File: config.mk
export PLATFORM = sky130hd
export DESIGN_NAME = sis_top
export DESIGN_NICKNAME = d
export VERILOG_FILES = /design/src/design/sis_pkg.sv /design/src/design/sis_top.sv /design/src/design/sis_sync.sv /design/src/design/sis_blank.sv
export SDC_FILE = /design/constraint.sdc
export NUM_CORES = 1
export LEC_CHECK = 0
export CELL_PAD_IN_SITES_DETAIL_PLACEMENT = 1
export CELL_PAD_IN_SITES_GLOBAL_PLACEMENT = 1
export CORE_ASPECT_RATIO = 1.2
export CORE_MARGIN = 5
export CORE_UTILIZATION = 48
export CTS_BUF_LIST = sky130_fd_sc_hd__clkbuf_8 sky130_fd_sc_hd__clkbuf_16
export DETAILED_ROUTE_END_ITERATION = 16
export DONT_BUFFER_PORTS = 1
export GPL_TIMING_DRIVEN = 0
export PLACE_DENSITY = 0.81
export SLEW_MARGIN = 0
export SYNTH_ARGS = -nofsm -noshare
export SYNTH_HDL_FRONTEND = slang
export SYNTH_HIERARCHICAL = 1
export SYNTH_SLANG_ARGS = --single-unit
File: constraint.sdc
create_clock -name core_clk -period 11.9 [get_ports core_clk]
set_clock_uncertainty 0.2 [all_clocks]
set_input_delay 0.595 -clock core_clk [delete_from_list [all_inputs] [get_ports core_clk]]
set_output_delay 0.595 -clock core_clk [all_outputs]
set_load 0.01 [all_outputs]
File: src/design/sis_pkg.sv
// Constants, types and decoders of the step indexer and start sequencer.
// Assumes a single 100 MHz core clock and a classic Wishbone register bus.

package sis_pkg;

    // ************************************************************
    // Timing
    // ************************************************************
    localparam int CLK_MHZ        = 100;
    localparam int OFF_TIME_US    = 400;
    localparam int GF_TIME_NS     = 6000;
    localparam int BLANK_TIME_NS  = 750;
    localparam int OFF_CYC        = OFF_TIME_US * CLK_MHZ;
    localparam int GF_CYC         = GF_TIME_NS * CLK_MHZ / 1000;
    localparam int BLANK_CYC      = BLANK_TIME_NS * CLK_MHZ / 1000;

    // ************************************************************
    // Step index: 64 positions per electrical turn, 0 is 0 degrees
    // ************************************************************
    localparam logic [5:0] IDX_DEFAULT = 6'h38;
    localparam logic [3:0] IDX_HOME    = 4'h8;

    // Bridge switch code {upper1, lower1, upper2, lower2}
    localparam logic [3:0] BR_OFF = 4'h0;
    localparam logic [3:0] BR_POS = 4'h9;
    localparam logic [3:0] BR_NEG = 4'h6;
    localparam logic [3:0] BR_GF  = 4'hA;

    // ************************************************************
    // Register map
    // ************************************************************
    localparam logic [3:0] REG_CTRL    = 4'h0;
    localparam logic [3:0] REG_STATUS  = 4'h4;
    localparam int         CTRL_HOLD   = 0;
    localparam int         ST_STATE    = 0;
    localparam int         ST_FAULT    = 4;
    localparam int         ST_PUMP     = 5;
    localparam int         ST_HOME     = 6;
    localparam int         ST_INDEX    = 8;
    localparam int         ST_MODE     = 16;
    localparam logic       CTRL_RESET  = 1'b0;

    typedef enum logic [2:0] {
        SIS_MODE_2PH,
        SIS_MODE_12,
        SIS_MODE_16,
        SIS_MODE_32,
        SIS_MODE_64
    } sis_mode_e;

    typedef enum logic [2:0] {
        SIS_ST_SLEEP,
        SIS_ST_OFFWAIT,
        SIS_ST_GFCHECK,
        SIS_ST_RUN,
        SIS_ST_FAULT
    } sis_state_e;

    // Mode select pins to excitation mode
    function automatic sis_mode_e sis_mode(input logic s1, input logic s2,
                                           input logic s3);
        sis_mode_e m;
        m = SIS_MODE_2PH;
        if (s3)
            m = s1 ? SIS_MODE_64 : SIS_MODE_32;
        else if (s1 && s2)
            m = SIS_MODE_16;
        else if (s1)
            m = SIS_MODE_12;
        return m;
    endfunction

    // Index increment of one step in a mode
    function automatic logic [5:0] sis_step(input sis_mode_e m);
        logic [5:0] d;
        d = 6'h10;
        unique case (m)
            SIS_MODE_2PH: d = 6'h10;
            SIS_MODE_12:  d = 6'h08;
            SIS_MODE_16:  d = 6'h04;
            SIS_MODE_32:  d = 6'h02;
            SIS_MODE_64:  d = 6'h01;
        endcase
        return d;
    endfunction

endpackage

File: src/design/sis_top.sv
// Step indexer, start-up sequencer and Wishbone register slave.
// Assumes all pin inputs are asynchronous; bus runs on core_clk.
`timescale 1ns/1ps

module sis_top
    import sis_pkg::*;
#(
    parameter int OFF_CYCLES = OFF_CYC
) (
    input  wire logic        core_clk,
    input  wire logic        sys_rst,
    input  wire logic        step_clock_a,
    input  wire logic        step_clock_b,
    input  wire logic        dir_sel,
    input  wire logic        step_mode_sel1,
    input  wire logic        step_mode_sel2,
    input  wire logic        step_mode_sel3,
    input  wire logic        enable,
    input  wire logic        drv_reset_n,
    input  wire logic        standby_n,
    input  wire logic        undervoltage_lockout,
    input  wire logic        home_test_sel,
    input  wire logic        cmp_a,
    input  wire logic        cmp_b,
    input  wire logic        gnd_fault_sense,
    output logic      [3:0]  phase_a_output,
    output logic      [3:0]  phase_b_output,
    output logic      [5:0]  step_index,
    output logic             detect_a,
    output logic             detect_b,
    output logic             pump_run,
    output logic             gnd_fault,
    output logic             home_marker_out,
    output logic             home_marker_oe,
    input  wire logic        wb_cyc_i,
    input  wire logic        wb_stb_i,
    input  wire logic        wb_we_i,
    input  wire logic [3:0]  wb_adr_i,
    input  wire logic [3:0]  wb_sel_i,
    input  wire logic [31:0] wb_dat_i,
    output logic      [31:0] wb_dat_o,
    output logic             wb_ack_o
);
    // ************************************************************
    // Pin synchronisers
    // ************************************************************
    localparam int NPIN = 14;

    logic [NPIN-1:0] pins_raw;
    logic [NPIN-1:0] pins_s;

    assign pins_raw = {gnd_fault_sense, cmp_b, cmp_a, home_test_sel,
                       undervoltage_lockout, standby_n, drv_reset_n,
                       enable, step_mode_sel3, step_mode_sel2,
                       step_mode_sel1, dir_sel, step_clock_b,
                       step_clock_a};

    sis_sync #(
        .WIDTH    (NPIN)
    ) u_sync (
        .core_clk (core_clk),
        .sys_rst  (sys_rst),
        .pin_in   (pins_raw),
        .pin_sync (pins_s)
    );

    logic s_clk_a;
    logic s_clk_b;
    logic s_dir;
    logic s_sel1;
    logic s_sel2;
    logic s_sel3;
    logic s_en;
    logic s_rst_n;
    logic s_standby_n_n;
    logic s_undervoltage_lockout;
    logic s_home;
    logic s_cmp_a;
    logic s_cmp_b;
    logic s_gf;

    assign s_clk_a  = pins_s[0];
    assign s_clk_b  = pins_s[1];
    assign s_dir    = pins_s[2];
    assign s_sel1   = pins_s[3];
    assign s_sel2   = pins_s[4];
    assign s_sel3   = pins_s[5];
    assign s_en     = pins_s[6];
    assign s_rst_n  = pins_s[7];
    assign s_standby_n_n = pins_s[8];
    assign s_undervoltage_lockout   = pins_s[9];
    assign s_home   = pins_s[10];
    assign s_cmp_a  = pins_s[11];
    assign s_cmp_b  = pins_s[12];
    assign s_gf     = pins_s[13];

    // ************************************************************
    // State
    // ************************************************************
    typedef struct packed {
        sis_state_e  state;
        logic [15:0] cnt;
        logic [5:0]  idx;
        logic        clk_a_d;
        logic        clk_b_d;
        logic        fault;
        logic        hold;
        logic [3:0]  br_a;
        logic [3:0]  br_b;
        logic        pump;
        logic        home_oe;
        logic        home_out;
        logic [31:0] rdata;
        logic        ack;
    } sis_top_s;

    sis_top_s  st_r;
    sis_top_s  st_nxt;
    sis_mode_e mode;
    logic      step_evt;
    logic      powered;
    logic      turn_on_a;
    logic      turn_on_b;
    logic      bus_req;

    assign mode    = sis_mode(s_sel1, s_sel2, s_sel3);
    // Clock A steps on rising edges, clock B on either edge
    assign step_evt = (s_clk_a && !st_r.clk_a_d)
                      || (s_clk_b != st_r.clk_b_d);
    assign powered  = s_standby_n_n && !s_undervoltage_lockout;
    assign bus_req  = wb_cyc_i && wb_stb_i && !st_r.ack;

    // Phase A follows cosine, phase B sine, of the index angle
    function automatic logic [3:0] sis_drive_a(input logic [5:0] i);
        logic [3:0] b;
        b = BR_OFF;
        if (i == 6'h10 || i == 6'h30)
            b = BR_OFF;
        else if (i < 6'h10 || i > 6'h30)
            b = BR_POS;
        else
            b = BR_NEG;
        return b;
    endfunction

    function automatic logic [3:0] sis_drive_b(input logic [5:0] i);
        logic [3:0] b;
        b = BR_OFF;
        if (i == 6'h00 || i == 6'h20)
            b = BR_OFF;
        else if (i < 6'h20)
            b = BR_POS;
        else
            b = BR_NEG;
        return b;
    endfunction

    // ************************************************************
    // Next-state logic
    // ************************************************************
    always_comb
    begin
        st_nxt = st_r;
        st_nxt.clk_a_d = s_clk_a;
        st_nxt.clk_b_d = s_clk_b;

        // Indexer; direction changes act on the held index only
        if (!powered || !s_rst_n)
            st_nxt.idx = IDX_DEFAULT;
        else if (step_evt && !s_dir)
            st_nxt.idx = st_r.idx + sis_step(mode);
        else if (step_evt)
            st_nxt.idx = st_r.idx - sis_step(mode);

        // Start-up sequencer
        st_nxt.pump = powered;
        if (!powered)
        begin
            st_nxt.state = SIS_ST_SLEEP;
            st_nxt.cnt   = '0;
            st_nxt.fault = 1'b0;
        end
        else
        begin
            unique case (st_r.state)
                SIS_ST_SLEEP:
                begin
                    st_nxt.state = SIS_ST_OFFWAIT;
                    st_nxt.cnt   = '0;
                end
                SIS_ST_OFFWAIT:
                begin
                    if (st_r.cnt == 16'(OFF_CYCLES - 1))
                    begin
                        st_nxt.cnt = '0;
                        if (s_rst_n)
                            st_nxt.state = SIS_ST_GFCHECK;
                        else
                            st_nxt.state = SIS_ST_RUN;
                    end
                    else
                        st_nxt.cnt = st_r.cnt + 16'h0001;
                end
                SIS_ST_GFCHECK:
                begin
                    // Sense only after the switch-on blanking settles
                    if (st_r.cnt >= 16'(BLANK_CYC) && s_gf)
                    begin
                        st_nxt.fault = 1'b1;
                        st_nxt.state = SIS_ST_FAULT;
                    end
                    else if (st_r.cnt == 16'(GF_CYC - 1))
                    begin
                        st_nxt.state = SIS_ST_RUN;
                        st_nxt.cnt   = '0;
                    end
                    else
                        st_nxt.cnt = st_r.cnt + 16'h0001;
                end
                SIS_ST_RUN:
                    st_nxt.cnt = '0;
                SIS_ST_FAULT:
                begin
                    // Latched until reset pin low or power release
                    if (!s_rst_n)
                    begin
                        st_nxt.fault = 1'b0;
                        st_nxt.state = SIS_ST_RUN;
                    end
                end
                default:
                    st_nxt.state = SIS_ST_SLEEP;
            endcase
        end

        // Bridge drive
        st_nxt.br_a = BR_OFF;
        st_nxt.br_b = BR_OFF;
        if (st_nxt.state == SIS_ST_GFCHECK)
        begin
            st_nxt.br_a = BR_GF;
            st_nxt.br_b = BR_GF;
        end
        else if (st_nxt.state == SIS_ST_RUN && s_rst_n && s_en
                 && !st_r.hold)
        begin
            st_nxt.br_a = sis_drive_a(st_nxt.idx);
            st_nxt.br_b = sis_drive_b(st_nxt.idx);
        end

        // Home marker pulls low at the 45 degree points shared by all modes
        st_nxt.home_out = 1'b0;
        st_nxt.home_oe  = s_home && powered && s_rst_n
                          && (st_nxt.idx[3:0] == IDX_HOME);

        // Wishbone slave: one ack per request, dropped the next cycle
        st_nxt.ack = bus_req;
        if (bus_req && wb_we_i && wb_adr_i == REG_CTRL && wb_sel_i[0])
            st_nxt.hold = wb_dat_i[CTRL_HOLD];
        st_nxt.rdata = '0;
        if (bus_req && !wb_we_i)
        begin
            if (wb_adr_i == REG_CTRL)
                st_nxt.rdata[CTRL_HOLD] = st_r.hold;
            else if (wb_adr_i == REG_STATUS)
            begin
                st_nxt.rdata[ST_STATE +: 3] = st_r.state;
                st_nxt.rdata[ST_FAULT]      = st_r.fault;
                st_nxt.rdata[ST_PUMP]       = st_r.pump;
                st_nxt.rdata[ST_HOME]       = st_r.home_oe;
                st_nxt.rdata[ST_INDEX +: 6] = st_r.idx;
                st_nxt.rdata[ST_MODE +: 3]  = mode;
            end
        end
    end

    assign turn_on_a = (st_nxt.br_a != BR_OFF) && (st_nxt.br_a != st_r.br_a);
    assign turn_on_b = (st_nxt.br_b != BR_OFF) && (st_nxt.br_b != st_r.br_b);

    always_ff @(posedge core_clk or posedge sys_rst)
    begin
        if (sys_rst)
        begin
            st_r       <= '0;
            st_r.state <= SIS_ST_SLEEP;
            st_r.idx   <= IDX_DEFAULT;
            st_r.hold  <= CTRL_RESET;
        end
        else
            st_r <= st_nxt;
    end

    // ************************************************************
    // Current-detect blanking per phase
    // ************************************************************
    sis_blank u_blank_a (
        .core_clk (core_clk),
        .sys_rst  (sys_rst),
        .turn_on  (turn_on_a),
        .driving  (st_r.br_a != BR_OFF),
        .cmp_sync (s_cmp_a),
        .detect   (detect_a)
    );

    sis_blank u_blank_b (
        .core_clk (core_clk),
        .sys_rst  (sys_rst),
        .turn_on  (turn_on_b),
        .driving  (st_r.br_b != BR_OFF),
        .cmp_sync (s_cmp_b),
        .detect   (detect_b)
    );

    assign phase_a_output  = st_r.br_a;
    assign phase_b_output  = st_r.br_b;
    assign step_index      = st_r.idx;
    assign pump_run        = st_r.pump;
    assign gnd_fault       = st_r.fault;
    assign home_marker_out = st_r.home_out;
    assign home_marker_oe  = st_r.home_oe;
    assign wb_dat_o        = st_r.rdata;
    assign wb_ack_o        = st_r.ack;

endmodule

File: src/design/sis_sync.sv
// Two-stage synchroniser for the asynchronous pin inputs.
// Assumes inputs change slowly compared with the core clock.
`timescale 1ns/1ps

module sis_sync #(
    parameter int WIDTH = 1
) (
    input  wire logic             core_clk,
    input  wire logic             sys_rst,
    input  wire logic [WIDTH-1:0] pin_in,
    output logic      [WIDTH-1:0] pin_sync
);
    typedef struct packed {
        logic [WIDTH-1:0] meta;
        logic [WIDTH-1:0] sync;
    } sis_sync_s;

    sis_sync_s st_r;
    sis_sync_s st_nxt;

    always_comb
    begin
        st_nxt.meta = pin_in;
        st_nxt.sync = st_r.meta;
    end

    always_ff @(posedge core_clk or posedge sys_rst)
    begin
        if (sys_rst)
            st_r <= '0;
        else
            st_r <= st_nxt;
    end

    assign pin_sync = st_r.sync;

endmodule

File: src/design/sis_blank.sv
// Current-detect blanking for one bridge phase.
// Assumes the comparator input is already synchronised to core_clk.
`timescale 1ns/1ps

module sis_blank
    import sis_pkg::*;
(
    input  wire logic core_clk,
    input  wire logic sys_rst,
    input  wire logic turn_on,
    input  wire logic driving,
    input  wire logic cmp_sync,
    output logic      detect
);
    typedef struct packed {
        logic [7:0] cnt;
        logic       detect;
    } sis_blank_s;

    sis_blank_s st_r;
    sis_blank_s st_nxt;

    always_comb
    begin
        st_nxt = st_r;
        if (turn_on)
            st_nxt.cnt = 8'(BLANK_CYC);
        else if (st_r.cnt != 8'h00)
            st_nxt.cnt = st_r.cnt - 8'h01;
        // Comparator noise at switch-on is not a current peak
        st_nxt.detect = driving && !turn_on && (st_r.cnt == 8'h00)
                        && cmp_sync;
    end

    always_ff @(posedge core_clk or posedge sys_rst)
    begin
        if (sys_rst)
            st_r <= '0;
        else
            st_r <= st_nxt;
    end

    assign detect = st_r.detect;

endmodule

Word-level counts from Yosys, hierarchy flattened
Index checks and enable logic that the tools add are counted.

cells by class
  $add $sub $neg = 5
  $lt $le $gt $ge = 4
  equal/unequal tests = 25
  multiplexer cells = 51
  reductions and logical operators = 57

operators with widths
  cell                   number
  $mux 6                 11
  $mux 16                3
  $mux 8                 6
  $pmux 16 s3            1
  $mux 3                 14
  $pmux 6 s5             1
  $logic_and 1x1->1      25
  $mux 19                1
  $eq 3x2->1 const B     6
  $add 16x1->16 const B  1
  $eq 16x10->1 const B   1
  $eq 16x16->1 const B   1
  $ge 16x7->1 const B    1
  $logic_not 8->1        2
  $mux 4                 4
  $reduce_bool 4->1      4
  $reduce_bool 8->1      2
  $sub 8x1->8 const B    2
  $pmux 3 s5             1
  $eq 6x6->1 const B     2
  $logic_not 1->1        10
  $ne 3x3->1 const B     3
  $ne 4x4->1             2
  $add 6x6->6            1
  other kinds (23)       37

storage, ports and cells
  flip-flop bits (word level) = 101
  output and inout bits = 53
  logic and storage cells = 161

Longest topological paths before layout
  depth in word-level cells = 24
  depth in mapped cells = 17
  mapped depth without buffers = 16

Hierarchy
Netlist, hierarchy kept.

modules (own cells, without submodules)
  module     times used  cells an instance  area each (um^2)  sequential area each (um^2)
  sis_top    1           392                3617.2            1380.1
  sis_blank  2           50                 488.0             225.2
  sis_sync   1           29                 704.4             700.7

Least setup slack after synthesis
No wires, ideal clock.

  path type = register to register
  from = register u_sync.st_r, in the netlist u_sync/pin_sync[5]
  to = register u_blank_b/st_r[6] (netlist name)
  library setup time = 0.110 ns
  arrival time = 3.486 ns
  path slack = 8.104 ns
  cell stages (with the launch flop) = 14
  buffers on the path = 1
  period minus slack after synthesis = 3.796 ns
  cells stage by stage = dfrtp_1 > or3b_2 > ha_1 > inv_1 > a211oi_1 > or3_1 > a31o_1 > o41ai_1 > a211o_1 > a32oi_1 > clkbuf_1 > nor2_1 > nand2_1 > o41ai_1

between the ends
  word-level cells in the longest chain between the ends = 18
  elaborated cells between the ends (all ways) = 30
  those cells by class = add/sub: 2; order compare: 1; eq/ne: 6; mux: 15; reduce/logical: 6

RTL lines
  what                                                    line                            text
  from (decl)                                             sis_sync.sv:18                  sis_sync_s st_r;
  from (signal assigned)                                  sis_sync.sv:32                  st_r <= st_nxt;
  $mux 3 *                                                sis_pkg.sv:64                   if (s3)
  $eq 3x3->1 (tied with other cells)                      sis_pkg.sv:77                   unique case (m)
  $pmux 6 s5 *                                            sis_pkg.sv:77
  $mux 6                                                  sis_top.sv:172                  else if (step_evt)
  $mux 6                                                  sis_top.sv:170                  else if (step_evt && !s_dir)
  $mux 6                                                  sis_top.sv:168                  if (!powered || !s_rst_n)
  $sub 6x6->6                                             sis_top.sv:173                  st_nxt.idx = st_r.idx - sis_step(mode);
  $mux 6                                                  sis_top.sv:172
  [... 3 more ...]                                        n/a
  $mux 4 / $logic_or 1x1->1 (equally long branches)       sis_top.sv:151, sis_top.sv:149
  $mux 4 *                                                sis_top.sv:149                  if (i == 6'h00 || i == 6'h20)
  $mux 8 *                                                sis_top.sv:244                  else if (st_nxt.state == SIS_ST_RUN && s_rst_n && s_en
  $mux 8 *                                                sis_top.sv:239                  if (st_nxt.state == SIS_ST_GFCHECK)
  $ne 4x4->1 / $reduce_bool 4->1 (equally long branches)  sis_top.sv:278                  assign turn_on_b = (st_nxt.br_b != BR_OFF) && (st_nxt.br_b != st_r.br_b);
  $logic_and 1x1->1 *                                     sis_top.sv:278
  named net turn_on_b                                     sis_top.sv:123                  logic turn_on_b;
  $mux 8 / $reduce_bool 2->1 (equally long branches)      n/a
  to (signal assigned)                                    sis_blank.sv:40                 st_r <= st_nxt;
  to (decl)                                               sis_blank.sv:20                 sis_blank_s st_r;

Mark *: on every way through the listed nets, which the timed path passes. The rest lies on a longest branch. The select of a mux whose other input is x is not followed.
A chain may end at the register's enable or synchronous reset.

==> metrics.log <==
[metrics] total negative slack for setup checks: 0 ns
[metrics] multi-input logic area: 0.002275 mm²
[metrics] final count of negative-setup-slack endpoints: 0
[metrics] count of routing violations after the opening detailed-route iteration: 109
[metrics] max cap viols: 0
[metrics] run status: complete, but fails checks
[metrics] maximum buffer depth of the clock tree: 2
[metrics] number of buffers added by the clock tree synthesis step: 9
[metrics] die area: 0.01325 mm²
[metrics] cell types with the largest area share after synthesis: dfrtp_1 (46%), buf_4 (6.9%), ha_1 (3.5%)
[metrics] Min Clock Period, post-route: 4.670 ns
[metrics] Die Span Y: 125.1 µm
[metrics] antenna violations before repair: 0
[metrics] final cell utilization of the core: 53.41%
[metrics] post-synthesis to final-layout area growth: 10.20%
[metrics] routed wl met3: ~600 µm
[metrics] placed wire-length estimate after detailed placement: 9080 µm
[metrics] synthesized instance count: 521
[metrics] worst vdd ir: 0.00005967 V
[metrics] type of destination of the critical path: flop
[metrics] most used flip-flop cell after synthesis: dfrtp_1
[metrics] Worst Setup Start Kind: flop
[metrics] Worst Setup Path Type: reg -> reg
[metrics] max frequency: 0.2141 GHz
[metrics] launch point of the critical path: u_sync/pin_sync[5]$_DFF_PP0_
[metrics] GR Util All Layers: 19.48%
[metrics] signal arrival time at the worst endpoint: approximately 4.7 ns
[metrics] startpoint of the worst-slack reg-to-reg timing path: u_sync/pin_sync[5]$_DFF_PP0_
[metrics] met2 layer wire length in the routed design: about 6300 µm
[metrics] Yosys warning total: 6
[metrics] failing checks: negative hold slack
[metrics] Post-synth EDFFs: 0
[metrics] commonest non-fill, non-tap cells in the layout: dfrtp_1 (98), nor2_1 (50), buf_4 (49), inv_1 (31), nand2_1 (30)
[metrics] Distinct cells, synth: 75
[metrics] area fraction of the dominant cell type after synthesis: 46.29%
[metrics] unrepaired setup endpoints after global routing: false
[metrics] CTS HTree Levels: 3
[metrics] weighted congestion at the end of routability-driven global placement: 0.8524
[metrics] final wirelength: 12,110 µm
[metrics] power per cell area: 117.3 mW/mm²
[metrics] total vias in the final route: 3,873
[metrics] Max Transition Viols Final: 0
[metrics] share of synthesized area occupied by flip-flops and latches: a little under half
[metrics] number of fill cells: 1,262
[metrics] die width: approximately 110 µm
[metrics] average routed wire per standard cell: 17.60 µm
[metrics] count of pins on the block boundary: 112
[metrics] detail-routed via count per cell: roughly 5.6
[metrics] Clock Pin Slew Worst Setup and Hold Paths: 0.07 ns
[metrics] final hold violation count: 11
[metrics] Antenna Diode Count: 0
[metrics] row count: between 40 and 50
[metrics] highest routed layer: met4
[metrics] Hold WS: -0.008597 ns
[metrics] cell type with the highest aggregate area in the netlist: dfrtp_1
[metrics] drt first pass iters: 4
[metrics] total placed instance area: around 0.0055 mm²
[metrics] Core Area: 0.01093 mm²
[metrics] worst hold path type: in -> async
[metrics] library cell used as clock root buffer: clkbuf_16
[metrics] Req. time, crit path: 11.92 ns
[metrics] fraction of registers with async set or reset after synthesis: 100.0%
[metrics] clock tree sinks: 101
[metrics] post-synthesis instance area: 0.005298 mm²
[metrics] clock latency reported for the late side of the worst-skew pair: 0.34 ns
[metrics] Worst Path Max Fanout: 10
[metrics] Residual DRC: 0
[metrics] period utilization: between 30 and 40%
[metrics] largest net degree at the start of global routing: 31
[metrics] antenna violation net count after detailed routing: 0
[metrics] total area of sequential cells: 0.002531 mm²
[metrics] mean cell area of the mapped netlist: 10.17 µm²
[metrics] Leakage Power: around 2.9 nW
[metrics] fraction of layout cells with a size suffix above 1: 17.09%
[metrics] post_cts resized: 0
[metrics] Yosys reg bits: 101
[metrics] global-route wire length before repair: ~21,000 µm
[metrics] area of all placed cells without fillers: between 0.005 and 0.006 mm²
[metrics] CTS tree: yes
[metrics] Max-slew headroom: 24.30%
[metrics] most common library cell in the layout ignoring fill and taps: dfrtp_1
[metrics] via count of the first global-routing pass: 4,340
[metrics] slew at the pin with the worst max-slew slack: 1.121 ns
[metrics] GRT Residual Overflow: 0
[metrics] met1 layer wirelength in the final routing: 4923 µm
[metrics] number of buffer cells added on primary ports: 0
[metrics] starting density of the core: about half
[metrics] Post-layout nets: 627
-- cells in the mapped netlist, types with 7 or more instances --
library cell and instances:
dfrtp_1 98, nor2_1 50, buf_4 49, inv_1 31, nand2_1 30, and3_1 21
o21ai_0 17, ha_1 15, a21oi_1 14, clkbuf_1 10, o31ai_1 9, mux2i_1 8
nand3_1 8, nor2b_1 8, nor3_1 7, or3_1 7
-- critical path, stage by stage, from the launching register on --
cell	delay (ns)
dfrtp_1	0.42
or3b_2	0.52
ha_1	0.40
a2111oi_0	0.43
a21bo_1	0.23
mux2i_1	0.18
or2_1	0.11
clkbuf_1	0.26
inv_2	0.14
nor3_1	0.37
o2111ai_1	0.21
a32o_1	0.30
clkbuf_1	0.24
nor2_1	0.14
nand2_1	0.07
o41ai_1	0.31
-- state kept, by name, summed over array words and instances, names as in the netlist --
| register | cells |
|---|---|
| u_blank_b/st_r | 8 |
| phase_b_output | 4 |
| u_sync/pin_sync | 14 |
| st_r | 22 |
| step_index | 6 |
| gnd_fault | 1 |
| pump_run | 1 |
| u_blank_b/detect | 1 |
| phase_a_output | 4 |
| wb_ack_o | 1 |
| home_marker_oe | 1 |
| wb_dat_o | 15 |
| u_sync/st_nxt | 14 |
| u_blank_a/st_r | 8 |
| u_blank_a/detect | 1 |
-- metrics by stage --
| step | total power, W | setup WS, ns | std cells |
|---|---|---|---|
| final | 0.0006846 | 7.230 | 688 |
| after global routing | 0.0007132 | 6.871 | 688 |
| after CTS | 0.0006932 | 7.266 | 688 |
| after detailed placement | 0.0004116 | 7.319 | 671 |
| after global placement | 0.0004086 | 7.545 | 670 |
| after floorplan | 0.0003988 | 8.104 | 538 |
-- report_power, final --
group | leakage (nW) | switching (W) | internal, W
sequential | 1.33 | 0.00000534 | 0.000350
clock | 0.136 | 0.000135 | 0.000144
combinational | 1.45 | 0.0000317 | 0.0000184
-- layer usage --
| layer | global-route usage (%) | up-vias |
|---|---|---|
| met2 | 34.27 | 89 |
| met3 | 4.691 | 24 |
| met1 | 22.97 | 1927 |
| li1 | - | 1833 |
| met4 | 7.317 | 0 |
| met5 | 0 | - |
-- cells by family after synthesis --
logic type / share of synthesized area [%]
adders and majority gates: 4.299
DFF: 47.78
muxes: 1.724
buffers and inverters: 10.49
xor gates and xnor gates: 1.819
other: 0.07079
AOI/OAI and AO/OA: 13.06
and+or+nand+nor: 20.76
-- cell type report --
cell class	instances	area share, %
multi-input cells	343	38.96
inverters	32	2.057
flip-flops and latches	101	43.36
plain buffers	62	7.458
clock buffers	9	3.858
repair buffers	2	0.5144
clock inverters	7	0.9644
well taps	132	2.829
-- timing repair --
item | 4_1_cts | 5_1_grt
endpoints found under the hold margin | 18 | 0
hold buffers | 1 | 0
buffers inserted | 0 | 0
setup endpoints to repair | 0 | 0
-- path summary, 6_finish.rpt --
kind                                                       to  slack [ns]  cells after the start
max in group asynchronous         u_sync/st_nxt[13]$_DFF_PP0_       10.60                      1
worst max register to register  u_blank_a/st_r[6]$_DFFE_PP0P_        7.23                     15
worst min register to register   u_sync/pin_sync[0]$_DFF_PP0_        0.15                      0
worst min-delay path              phase_a_output[3]$_DFF_PP0_      -0.009                      1
worst max-delay path            u_blank_a/st_r[6]$_DFFE_PP0P_        7.23                     15
min in group core_clk             u_sync/st_nxt[10]$_DFF_PP0_        0.07                      0
Power figures use the tool's default switching activity.
